==> src/design/osc_stab_consts.vh <==
`ifndef OSC_STAB_CONSTS_VH
`define OSC_STAB_CONSTS_VH
// Register byte addresses on the AXI4-Lite slave.
`define REG_WAIT_SEL      12'h000
`define REG_STATUS        12'h004
`define REG_CTRL          12'h008
`define REG_IRQ_STAT      12'h00C
`define REG_IRQ_MASK      12'h010
// Control register fields.
`define CTRL_EXT_PICK     0
`define CTRL_PIN_PICK     1
`define CTRL_STOP_REQ     2
`define CTRL_CPU_XTAL     3
// Reset values.
`define WAIT_SEL_RST      3'h5
`define CTRL_RST          4'h0
// Interrupt event bits.
`define IRQ_DONE          0
`define IRQ_ORDER_ERR     1
`define IRQ_POWER_OK      2
// Power-on stabilization time in microseconds, least and most.
`define PON_MIN_US        1930
`define PON_MAX_US        5390
`define CLK_MHZ           25
// Cycles at 25 MHz, least rounded up.
`define PON_MIN_CYC       ((`PON_MIN_US * `CLK_MHZ))
`define PON_MAX_CYC       ((`PON_MAX_US * `CLK_MHZ))
// Counter width and number of elapsed-time thresholds.
`define CNT_W             18
`define NUM_STEPS         8
`endif

==> src/design/stab_counter.v <==
`timescale 1ns/1ps
`include "osc_stab_consts.vh"
// Elapsed-time counter with a thermometer status of passed thresholds.
module stab_counter #(
    parameter CNT_W = `CNT_W,
    parameter STEPS = `NUM_STEPS,
    parameter SHIFT0 = 8
) (
    // Clock and reset.
    input  wire             clk,
    input  wire             reset,
    // Control.
    input  wire             clear,
    input  wire             run,
    input  wire [2:0]       limit_sel,
    // Results.
    output reg  [STEPS-1:0] elapsed_r,
    output reg              reached_r
);
    reg  [CNT_W-1:0] count_r;
    wire [STEPS-1:0] passed;
    wire [STEPS-1:0] limit_mask;

    // Each threshold doubles the previous one, so one count serves all steps.
    genvar g;
    generate
        for (g = 0; g < STEPS; g = g + 1) begin : step
            assign passed[g]     = (count_r >= ((1 << (SHIFT0 + g)) - 1));
            assign limit_mask[g] = (g <= limit_sel);
        end
    endgenerate

    // Count stops at the selected limit; bits fill upward and stay set.
    always @(posedge clk) begin
        if (reset || clear) begin
            count_r   <= {CNT_W{1'b0}};
            elapsed_r <= {STEPS{1'b0}};
            reached_r <= 1'b0;
        end else if (run && !reached_r) begin
            count_r   <= count_r + 1'b1;
            elapsed_r <= elapsed_r | (passed & limit_mask);
            reached_r <= passed[limit_sel];
        end
    end
endmodule // stab_counter

==> src/design/osc_stab_ctrl.v <==
`timescale 1ns/1ps
`include "osc_stab_consts.vh"
module osc_stab_ctrl #(
    parameter PON_CYCLES = `PON_MIN_CYC
) (
    // Clock and reset.
    input  wire        clk,
    input  wire        reset,
    // AXI4-Lite write address.
    input  wire [11:0] s_axi_awaddr,
    input  wire        s_axi_awvalid,
    output reg         s_axi_awready,
    // AXI4-Lite write data.
    input  wire [31:0] s_axi_wdata,
    input  wire [3:0]  s_axi_wstrb,
    input  wire        s_axi_wvalid,
    output reg         s_axi_wready,
    // AXI4-Lite write response.
    output reg  [1:0]  s_axi_bresp,
    output reg         s_axi_bvalid,
    input  wire        s_axi_bready,
    // AXI4-Lite read address.
    input  wire [11:0] s_axi_araddr,
    input  wire        s_axi_arvalid,
    output reg         s_axi_arready,
    // AXI4-Lite read data.
    output reg  [31:0] s_axi_rdata,
    output reg  [1:0]  s_axi_rresp,
    output reg         s_axi_rvalid,
    input  wire        s_axi_rready,
    // Oscillator side.
    input  wire        supply_ok,
    input  wire        osc_running,
    input  wire        stop_release,
    // System side.
    output reg         sys_reset_hold_r,
    output reg         cpu_clk_enable_r,
    output reg         osc_pins_active_r,
    output reg         ext_clk_pins_active_r,
    output reg         irq_r
);
    // Software-visible register storage.
    reg  [2:0]  stab_wait_select_r;
    reg  [3:0]  ctrl_r;
    reg  [2:0]  irq_stat_r;
    reg  [2:0]  irq_mask_r;
    // Power-on hold sequencing.
    reg  [22:0] pon_cnt_r;
    reg         pon_done_r;
    // STOP and stabilization sequencing.
    reg         waiting_r;
    reg         counting_r;
    reg         in_stop_r;
    // Write channel holding registers, so address and data may arrive apart.
    reg  [11:0] awaddr_r;
    reg  [31:0] wdata_r;
    reg         aw_have_r;
    reg         w_have_r;
    // Combinational helpers.
    reg  [2:0]  irq_set;
    reg  [31:0] rdata_nxt;
    reg         rd_err;
    // Counter results and decoded strobes.
    wire [7:0]  stab_elapsed_status;
    wire        reached;
    wire        crystal_mode;
    wire        wr_fire;
    wire        rd_fire;
    wire        wr_ok;
    wire        wr_wait_sel;
    wire        wr_ctrl;
    wire        wr_mask;
    wire        ctrl_locked;

    // Crystal mode: oscillator pin function picked and no external clock.
    assign crystal_mode = ctrl_r[`CTRL_PIN_PICK] & ~ctrl_r[`CTRL_EXT_PICK];
    // A write retires once both halves are held and no response is pending.
    assign wr_fire      = aw_have_r & w_have_r & ~s_axi_bvalid;
    assign rd_fire      = s_axi_arvalid & s_axi_arready;
    // Pin selects freeze while the crystal runs, as a guard for careless code.
    assign ctrl_locked  = crystal_mode & osc_running;
    assign wr_ok        = (awaddr_r == `REG_WAIT_SEL) | (awaddr_r == `REG_CTRL) |
                          (awaddr_r == `REG_IRQ_MASK);
    // Per-register write strobes, each one cycle wide, in step with the response.
    assign wr_wait_sel  = wr_fire & (awaddr_r == `REG_WAIT_SEL);
    assign wr_ctrl      = wr_fire & (awaddr_r == `REG_CTRL);
    assign wr_mask      = wr_fire & (awaddr_r == `REG_IRQ_MASK);

    // Elapsed-time counter, cleared during STOP and running on a live crystal.
    // Its status is kept after the count ends, so software can still read it.
    stab_counter u_cnt (
        .clk       (clk),
        .reset     (reset),
        .clear     (in_stop_r),
        .run       (counting_r & osc_running),
        .limit_sel (stab_wait_select_r),
        .elapsed_r (stab_elapsed_status),
        .reached_r (reached)
    );

    // Counting follows every STOP release on a crystal, whatever clock feeds the
    // CPU, so the status shows settling up to the selected limit.
    always @(posedge clk) begin
        if (reset) begin
            counting_r <= 1'b0;
        end else if (in_stop_r) begin
            counting_r <= stop_release & crystal_mode;
        end else if (reached) begin
            counting_r <= 1'b0;
        end
    end

    // Power-on hold: reset processing waits for the stabilization count.
    // One count serves both the slow and the fast supply rise, so the hold is
    // always the least stabilization time; a supply dip starts it over.
    always @(posedge clk) begin
        if (reset || !supply_ok) begin
            pon_cnt_r        <= 23'h00_0000;
            pon_done_r       <= 1'b0;
            sys_reset_hold_r <= 1'b1;
        end else if (!pon_done_r) begin
            pon_cnt_r <= pon_cnt_r + 1'b1;
            if (pon_cnt_r >= PON_CYCLES - 1) begin
                pon_done_r       <= 1'b1;
                sys_reset_hold_r <= 1'b0;
            end
        end
    end

    // STOP and wait sequencing plus CPU clock gate.
    always @(posedge clk) begin
        if (reset) begin
            in_stop_r        <= 1'b0;
            waiting_r        <= 1'b0;
            cpu_clk_enable_r <= 1'b0;
        end else begin
            // A supply dip gates the clock at once, in step with the hold.
            if (!pon_done_r || !supply_ok) begin
                cpu_clk_enable_r <= 1'b0;
            end else if (wr_ctrl && wdata_r[`CTRL_STOP_REQ]) begin
                in_stop_r        <= 1'b1;
                cpu_clk_enable_r <= 1'b0;
            end else if (in_stop_r && stop_release) begin
                in_stop_r <= 1'b0;
                if (ctrl_r[`CTRL_CPU_XTAL] && crystal_mode) begin
                    waiting_r        <= 1'b1;
                    cpu_clk_enable_r <= 1'b0;
                end else begin
                    cpu_clk_enable_r <= 1'b1;
                end
            end else if (waiting_r && reached) begin
                waiting_r        <= 1'b0;
                cpu_clk_enable_r <= 1'b1;
            end else if (!in_stop_r && !waiting_r) begin
                cpu_clk_enable_r <= 1'b1;
            end
        end
    end

    // Event capture for the interrupt status.
    always @* begin
        irq_set = 3'h0;
        irq_set[`IRQ_DONE]      = counting_r & reached;
        irq_set[`IRQ_ORDER_ERR] = wr_wait_sel & counting_r;
        irq_set[`IRQ_POWER_OK]  = ~pon_done_r & supply_ok & (pon_cnt_r >= PON_CYCLES - 1);
    end

    // Write channel: address and data taken in either order.
    always @(posedge clk) begin
        if (reset) begin
            s_axi_awready <= 1'b0;
            s_axi_wready  <= 1'b0;
            s_axi_bvalid  <= 1'b0;
            s_axi_bresp   <= 2'h0;
            aw_have_r     <= 1'b0;
            w_have_r      <= 1'b0;
            awaddr_r      <= 12'h000;
            wdata_r       <= 32'h0000_0000;
        end else begin
            // Ready pulses for one cycle, so each half is taken exactly once.
            s_axi_awready <= ~aw_have_r & ~s_axi_awready & s_axi_awvalid;
            s_axi_wready  <= ~w_have_r & ~s_axi_wready & s_axi_wvalid;
            if (s_axi_awvalid && s_axi_awready) begin
                aw_have_r <= 1'b1;
                awaddr_r  <= s_axi_awaddr;
            end
            if (s_axi_wvalid && s_axi_wready) begin
                w_have_r <= 1'b1;
                wdata_r  <= s_axi_wdata;
            end
            if (wr_fire) begin
                aw_have_r    <= 1'b0;
                w_have_r     <= 1'b0;
                s_axi_bvalid <= 1'b1;
                s_axi_bresp  <= wr_ok ? 2'h0 : 2'h2;
            end else if (s_axi_bvalid && s_axi_bready) begin
                s_axi_bvalid <= 1'b0;
            end
        end
    end

    // Register updates from the write strobes.
    always @(posedge clk) begin
        if (reset) begin
            stab_wait_select_r <= `WAIT_SEL_RST;
            ctrl_r             <= `CTRL_RST;
            irq_mask_r         <= 3'h0;
        end else begin
            if (wr_wait_sel && !counting_r) begin
                // Writes during a count are dropped so the limit cannot move.
                stab_wait_select_r <= wdata_r[2:0];
            end
            if (wr_ctrl) begin
                ctrl_r[`CTRL_CPU_XTAL] <= wdata_r[`CTRL_CPU_XTAL];
                if (!ctrl_locked) begin
                    ctrl_r[1:0] <= wdata_r[1:0];
                end
            end
            if (wr_mask) begin
                irq_mask_r <= wdata_r[2:0];
            end
        end
    end

    // Read mux.
    always @* begin
        rdata_nxt = 32'h0000_0000;
        rd_err    = 1'b0;
        case (s_axi_araddr)
            `REG_WAIT_SEL: rdata_nxt[2:0] = stab_wait_select_r;
            `REG_STATUS:   rdata_nxt[7:0] = stab_elapsed_status;
            `REG_CTRL:     rdata_nxt[3:0] = ctrl_r;
            `REG_IRQ_STAT: rdata_nxt[2:0] = irq_stat_r;
            `REG_IRQ_MASK: rdata_nxt[2:0] = irq_mask_r;
            default:       rd_err = 1'b1;
        endcase
    end

    // Read channel; no new address is taken while a response is pending.
    always @(posedge clk) begin
        if (reset) begin
            s_axi_arready <= 1'b0;
            s_axi_rvalid  <= 1'b0;
            s_axi_rdata   <= 32'h0000_0000;
            s_axi_rresp   <= 2'h0;
        end else begin
            s_axi_arready <= s_axi_arvalid & ~s_axi_arready & ~s_axi_rvalid;
            if (rd_fire) begin
                s_axi_rvalid <= 1'b1;
                s_axi_rdata  <= rdata_nxt;
                s_axi_rresp  <= rd_err ? 2'h2 : 2'h0;
            end else if (s_axi_rvalid && s_axi_rready) begin
                s_axi_rvalid <= 1'b0;
            end
        end
    end

    // Sticky interrupt status cleared by its read; an event in the same cycle wins.
    always @(posedge clk) begin
        if (reset) begin
            irq_stat_r <= 3'h0;
            irq_r      <= 1'b0;
        end else begin
            if (rd_fire && s_axi_araddr == `REG_IRQ_STAT) begin
                irq_stat_r <= irq_set;
            end else begin
                irq_stat_r <= irq_stat_r | irq_set;
            end
            // A set mask bit lets its status bit through to the line.
            irq_r <= |(irq_stat_r & irq_mask_r);
        end
    end

    // Pin function follows the selects; both default to port mode.
    // Registered, so a select write shows on the pins one cycle later.
    always @(posedge clk) begin
        if (reset) begin
            osc_pins_active_r     <= 1'b0;
            ext_clk_pins_active_r <= 1'b0;
        end else begin
            osc_pins_active_r     <= crystal_mode;
            ext_clk_pins_active_r <= ctrl_r[`CTRL_PIN_PICK] & ctrl_r[`CTRL_EXT_PICK];
        end
    end
endmodule // osc_stab_ctrl

==> config.mk <==
export PLATFORM = sky130hd
export DESIGN_NAME = osc_stab_ctrl
export DESIGN_NICKNAME = d
export VERILOG_FILES = /design/src/design/stab_counter.v /design/src/design/osc_stab_ctrl.v
export VERILOG_INCLUDE_DIRS = /design/src /design/src/design
export SDC_FILE = /design/constraint.sdc
export NUM_CORES = 1
export LEC_CHECK = 0
export ABC_CLOCK_PERIOD_IN_PS = 6000
export BUFFER_PORTS_ARGS = -buffer_cell sky130_fd_sc_hd__buf_2
export CORE_MARGIN = 1
export CORE_UTILIZATION = 52
export CTS_BUF_LIST = sky130_fd_sc_hd__clkbuf_8
export DETAILED_ROUTE_END_ITERATION = 6
export GPL_ROUTABILITY_DRIVEN = 0
export HOLD_SLACK_MARGIN = 0.06
export PLACE_DENSITY_LB_ADDON = 0.25
export SLEW_MARGIN = 15
export SYNTH_ARGS = -nofsm -noshare
export SYNTH_HDL_FRONTEND = slang
export SYNTH_HIERARCHICAL = 1
export SYNTH_SLANG_ARGS = --single-unit
==> constraint.sdc <==
create_clock -name clk -period 6 [get_ports clk]
set_clock_uncertainty 0.1 [all_clocks]
set_input_delay 0 -clock clk [delete_from_list [all_inputs] [get_ports clk]]
set_output_delay 0 -clock clk [all_outputs]
set_load 0.02 [all_outputs]
==> metrics, run 1 <==
post-route cell area 5650 sq um; clk slew on worst S/H paths approximately 110 ps; Final Total Pwr about 1.2 mW; commonest cells after routing, fill and taps aside dfxtp_1, nand2_1, nor2_1; Final Setup Violations 0; maximum capacitance violations 0; wire length per cell 13.8 um; commonest non-fill, non-tap cell in the layout dfxtp_1; row cnt 34; setup bufs post-CTS 0; critical path peak fanout 14; CTS Hold Bufs between 40 and 50; top_reg_cell synth dfxtp_1; worst slew pin tran between 800 and 900 ps; crit path kind flip-flop to flip-flop; Distinct cells, synth 59; register area about 2100 sq um; worst path required time ~6200 ps; worst path cell trace nand3_1 > dlygate4sd3_1 > nand3_1 > nand2_1 > dlygate4sd3_1; RSZ-0062 raised after global routing no; area grow syn2layout 17.0%; Initial DRC Count approximately 190; Max clock buf depth 2; CP arrival between 2000 and 2500 ps; R2R Setup Slk 3690 ps; DRT antenna net count 0; PwrDens 215 nW/um^2; DP Wirelength a little over 7 mm; pin count of the biggest net entering global routing 42; port bufs 57; crit share post-route 38.5%; switching pwr about 320 uW; kind of end point of the critical path flip-flop; Hold Vio Cnt, Final 0; total core area about 9000 sq um; sequential area share after synthesis 43.2%; Comb pwr share ~7.2%; Top Ports 116; Area after DPL 5040 sq um; Num CTS Buffers 9; via-per-instance ratio 5.61; initial antenna violation count 0; die area just under 10000 sq um; Internal 894 uW; H-tree Lvls 3; Multi-input gate area between 2000 and 2500 sq um; net switching fraction of the power a little over a quarter; Syn Area/Cell ~8.3 sq um; Root Driver clkbuf_8; number of global-route vias before repair just under 4000; Post-Syn Instances just under 600; startpoint types flip-flop; drt pass-1 iters 7; Clock Latency Late Sink 370 ps; vias 4335; DRC errors left 4; Die Y 98.3 um; Post-synth ARST share 0%; failing checks design-rule violations; FMAX 433 MHz; EDFF count, synth 0; worst vdd rail ir drop between 0.0001 and 0.00015 V; GRT Resource Usage Total 22.7%; Final min period 2310 ps; setup_tns 0 ps; Synth Warn # 6; Worst slew margin between 40 and 50%; Seq pwr share between 50% and 60%; Yosys reg bits around 100; slowest library cell on the worst path dfxtp_1; Largest stage delay, worst path 620 ps; Clock power frac a little over a third; # diodes 0; Initial Utilization about 55%; outcome finished with violations; clock sinks between 100 and 150; static leakage around 2.2 nW; CTS tree built; FILL cells around 750; Horiz. Die Dim just under 100 um; Netlist Area Pre-Place 4820 sq um; Post-CTS Resized 0; GRT Residual Overflow 0; drt total wl ~11 mm; worst hold path type input pin to flip-flop; global-route wire length before repair between 15 and 20 mm; final net count about 730; Final Max Tran Viols 0; layout cell share with drive strength beyond 1 13.2%
path summary, 6_finish.rpt:
path,from,endpoint,depth (start not counted)
setup reg to reg,pon_done_r,in_stop_r,5
setup / recovery,pon_done_r,in_stop_r,5
hold reg to reg,s_axi_arready,s_axi_arready,1
hold / removal,reset,irq_mask_r[2],2
sequential cells by signal (all words and copies together) (netlist names), 4 cells and up:
signal           flops
u_cnt/elapsed_r      8
pon_cnt_r           23
s_axi_rdata          8
awaddr_r            12
wdata_r              4
u_cnt/count_r       18
cell type report:
cell class	count	area share, %
repair buffers	99	12.5
well taps	108	2.39
multi-input cells	429	43.8
inverters	17	1.13
clock buffers	9	2.19
flip-flops and latches	104	36.9
clock inverters	7	1.20
cells in the mapped netlist, types with 6 or more instances:
| cell | number | area (sq um) |
|---|---|---|
| nor3_1 | 12 | 60.1 |
| o21ai_0 | 20 | 100 |
| and4_1 | 7 | 61.3 |
| nand4_1 | 16 | 100 |
| nand2_1 | 64 | 240 |
| inv_1 | 17 | 63.8 |
| or3_1 | 10 | 62.6 |
| xnor2_1 | 11 | 96.3 |
| nor2b_1 | 6 | 37.5 |
| nor2_1 | 62 | 233 |
| nand3_1 | 26 | 130 |
| a31oi_1 | 7 | 43.8 |
| a21oi_1 | 43 | 215 |
| dfxtp_1 | 104 | 2080 |
| nor4_1 | 11 | 68.8 |
| a22o_1 | 7 | 61.3 |
| xor2_1 | 19 | 166 |
| and3_1 | 7 | 43.8 |
| clkbuf_1 | 21 | 78.8 |
| buf_4 | 27 | 203 |
kinds of logic after synthesis:
logic type / Yosys count / synth area share [%]
simple gates: 253 / 27.0
compound gates: 108 / 14.0
flops: 104 / 43.2
buf+inv: 70 / 7.60
xor+xnor: 30 / 5.45
mux: 7 / 1.50
fa+ha+maj: 5 / 1.19
other cells: 1 / 0.0777
routing by layer:
| metal | wire length, um | vias up | GRT usage [%] |
|---|---|---|---|
| met5 | 0 | - | 0 |
| met4 | 187 | 0 | 7.12 |
| met3 | 536 | 16 | 4.15 |
| met2 | 5280 | 139 | 39.3 |
| met1 | 4630 | 2026 | 28.7 |
| li1 | - | 2154 | - |
power groups by stage:
stage               Sequential, mW  Combinational [mW]  Clock (mW)
floorplan                    0.720              0.0575           0
global placement             0.719              0.0675           0
detailed placement           0.719              0.0688           0
CTS                          0.703              0.0854       0.438
global route                 0.705              0.0956       0.470
finish                       0.703              0.0875       0.425
stage by stage:
step	hold WS [ps]	utilization, %	cells	setup slack (ps)
3_3_place_gp	140	57.0	716	3850
6_report	74.4	63.8	773	3690
2_1_floorplan	0.834	-	603	4000
5_1_grt	93.9	63.8	773	3500
4_1_cts	63.2	63.8	773	3750
3_5_place_dp	147	57.0	716	3760
critical path, delay by kind of cell (launching register included):
| family | cells | cell delay [ps] |
|---|---|---|
| AND/OR/NAND/NOR | 3 | 310 |
| flip-flops | 1 | 620 |
| buffers and inverters | 2 | 1160 |
No activity file was read; power rests on OpenSTA's default activity.
==> run 2: changes to the inputs <==
- ABC_AREA: not set -> 1
- ABC_CLOCK_PERIOD_IN_PS: 6000 -> 2100
- CORE_UTILIZATION: 52 -> 51
- clock period: 6 -> 2.1 ns (I/O delays scaled with it)
==> run 2 against run 1 <==
  * The run now ends clean
  * Non-clock buffer count is 10 higher
  * Critical path depth is 3 higher
  * Power grew to 3.0 times the previous value
  * Cell area is 8.2% higher
  * Fmax is 12% higher
  * Highest routed layer unchanged
==> metrics, run 2 <==
wire length per cell 12.0 um; Worst slew margin about two thirds; DRT antenna net count 0; cell taking the most area after synthesis dfxtp_1; clock sinks ~100; Top reg by flops pon_cnt_r; largest family of logic cells by synthesized area simple AND/OR/NAND/NOR gates; layout cell share with drive strength beyond 1 about 14%; final net count between 900 and 1000; Synth area leaders dfxtp_1, nand2_1, nor2_1, inv_1, a21oi_1; PwrDens approximately 590 nW/um^2; Root Driver clkbuf_8; Final min period 2070 ps; startpoint types flip-flop; Final Setup Violations 0; Hold Vio Cnt, Final 0; initial antenna violation count 0; die area roughly 10000 sq um; Top delay family on crit path simple AND/OR/NAND/NOR gates; drt total wl around 12 mm; outcome completed; Netlist Area Pre-Place between 5000 and 6000 sq um; worst slew pin tran around 500 ps; Clock Latency Late Sink 370 ps; worst hold path type input pin to flip-flop; critical path peak fanout 5; Num CTS Buffers 9; number of global-route vias before repair roughly 4500; row cnt 36; crit path kind flip-flop to flip-flop; commonest non-fill, non-tap cell in the layout nand2_1; CTS tree built; vias 4890; Min Hold Slack slightly below 100 ps; compound-cell area share of the yosys netlist about an eighth; GRT Resource Usage Total a little under a quarter; H-tree Lvls 3; drt pass-1 iters 5; Initial DRC Count 246; worst path cell trace nor2_1 > nand3_1 > nor2_2 > nand3_2 > a21oi_2 > nand2_1 > a21oi_1 > dlygate4sd3_1; Max clock buf depth 2; top flop regs pon_cnt_r: 23 flops, u_cnt/count_r: 18 flops, awaddr_r: 12 flops; pin count of the biggest net entering global routing 33; area grow syn2layout 19.9%; static leakage around 2.7 nW; DP Wirelength between 7 and 8 mm; Yosys reg bits approximately 100; Buf+Inv Stages, Crit Path 1; Largest stage delay, worst path around 580 ps; # diodes 0; CP arrival 2290 ps; commonest cells after routing, fill and taps aside nand2_1, nor2_1, dfxtp_1; sequential area share after synthesis around two fifths; Post-synth ARST share 0%; top-count cell post-synth nand2_1; GRT Residual Overflow 0; Post-Syn Instances roughly 740; Syn Area/Cell between 6 and 7 sq um; Post-Synth Simple-Gate Area 33.3%; top_reg_cell synth dfxtp_1; mux share of post-synthesis cell area 0%; max FFs per register 23; kind of end point of the critical path flip-flop; Synth Warn # 6; xor/xnor share of the synthesized area roughly 1.2%; top cell type's share of synthesized area between 40% and 50%; clk slew on worst S/H paths roughly 100 ps; global-route wire length before repair a little under 20 mm; crit share post-route 98.6%; via-per-instance ratio approximately 5; maximum capacitance violations 0; Distinct cells, synth 40; post-synthesis adder-cell area fraction 0.736%; top cells by count, synth nand2_1, nor2_1, dfxtp_1; Horiz. Die Dim 102 um; Area after DPL roughly 5400 sq um; EDFF count, synth 0; worst vdd rail ir drop approximately 0.00037 V; port bufs between 50 and 60; Die Y about 100 um; worst path required time 2320 ps; slowest library cell on the worst path dlygate4sd3_1; Top Ports between 100 and 150; Final Max Tran Viols 0; Initial Utilization a little over half; FMAX 483 MHz; total core area approximately 9700 sq um; DRC errors left 0; post-route cell area slightly above 6000 sq um
==> run 2: changes by cell type after synthesis, moves of 8 or more <==
cell and delta:
inv_1 +73, clkbuf_1 -13, nor2_1 +49, xnor2_1 -8
or3_1 -9, nor3_1 +14, nor2_2 +10, nor4_1 -11
xor2_1 -15, nand2_1 +85, o21ai_0 +25, nand3_1 +18
a21oi_1 +11
==> run 2: layer usage <==
layer | GRT usage [%] | share of wire, % | vias to the layer above
li1 | - | - | 2520
met1 | 28.9 | 44 | 2197
met2 | 40.8 | 49 | 150
met3 | 4.65 | 5.1 | 23
met4 | 8.57 | 1.6 | 0
met5 | 0 | 0 | -
==> run 2: through the flow <==
| step | total power, mW | TNS (ps) | setup WS, ps | utilization (%) | std cells |
|---|---|---|---|---|---|
| after global placement | 2.30 | 0 | 367 | 55.8 | 919 |
| after global routing | 3.79 | -28.9 | -28.9 | 62.8 | 982 |
| after CTS | 3.64 | 0 | 84.2 | 62.4 | 978 |
| after detailed placement | 2.30 | 0 | 307 | 55.8 | 919 |
| after floorplan | 2.26 | 0 | 534 | - | 763 |
| final | 3.62 | 0 | 29.7 | 62.8 | 982 |
==> run 2: final timing paths <==
path	startpoint	end	slack, ps	cells past startpoint
max	awaddr_r[7]	ctrl_r[0]	30	8
min	s_axi_araddr[1]	s_axi_rdata[7]	100	8
max reg2reg	awaddr_r[7]	ctrl_r[0]	30	8
min reg2reg	sys_reset_hold_r	sys_reset_hold_r	350	2
==> run 2: what timing repair did <==
item | 4_1_cts | 5_1_grt
gates resized for setup | 0 | 4
endpoints found under the setup margin | 0 | 3
buffers inserted | 0 | 4
endpoints found under the hold margin | 47 | 0
hold buffers | 43 | 0
==> run 2: logic make-up (layout without fill, tap and decap cells) <==
logic type | count (synthesis) | after routing
simple gates | 375 | 375
buf+inv | 133 | 219
compound gates | 115 | 115
flops | 104 | 104
xor+xnor | 7 | 7
fa+ha+maj | 3 | 3
other cells | 1 | 26
==> run 2: cell type report <==
cell class | instances | area (sq um)
Clock buffer | 10 | 138
Timing Repair Buffer | 109 | 783
Fill cell | 847 | 3620
Tap cell | 133 | 166
Inverter | 94 | 353
Multi-Input combinational cell | 526 | 2520
Clock inverter | 6 | 68.8
Sequential cell | 104 | 2080
==> run 2: worst register-to-register path: stages, from the launching register on <==
cell and delay [ps]:
dfxtp_1 340, nor2_1 160, nand3_1 140, nor2_2 200
nand3_2 150, a21oi_2 160, nand2_1 70, a21oi_1 130
dlygate4sd3_1 580
==> run 2: power breakdown <==
group          internal, mW  switching, mW
logic                 0.128          0.189
clock network         0.590          0.697
registers              2.00         0.0183
total                  2.72          0.904
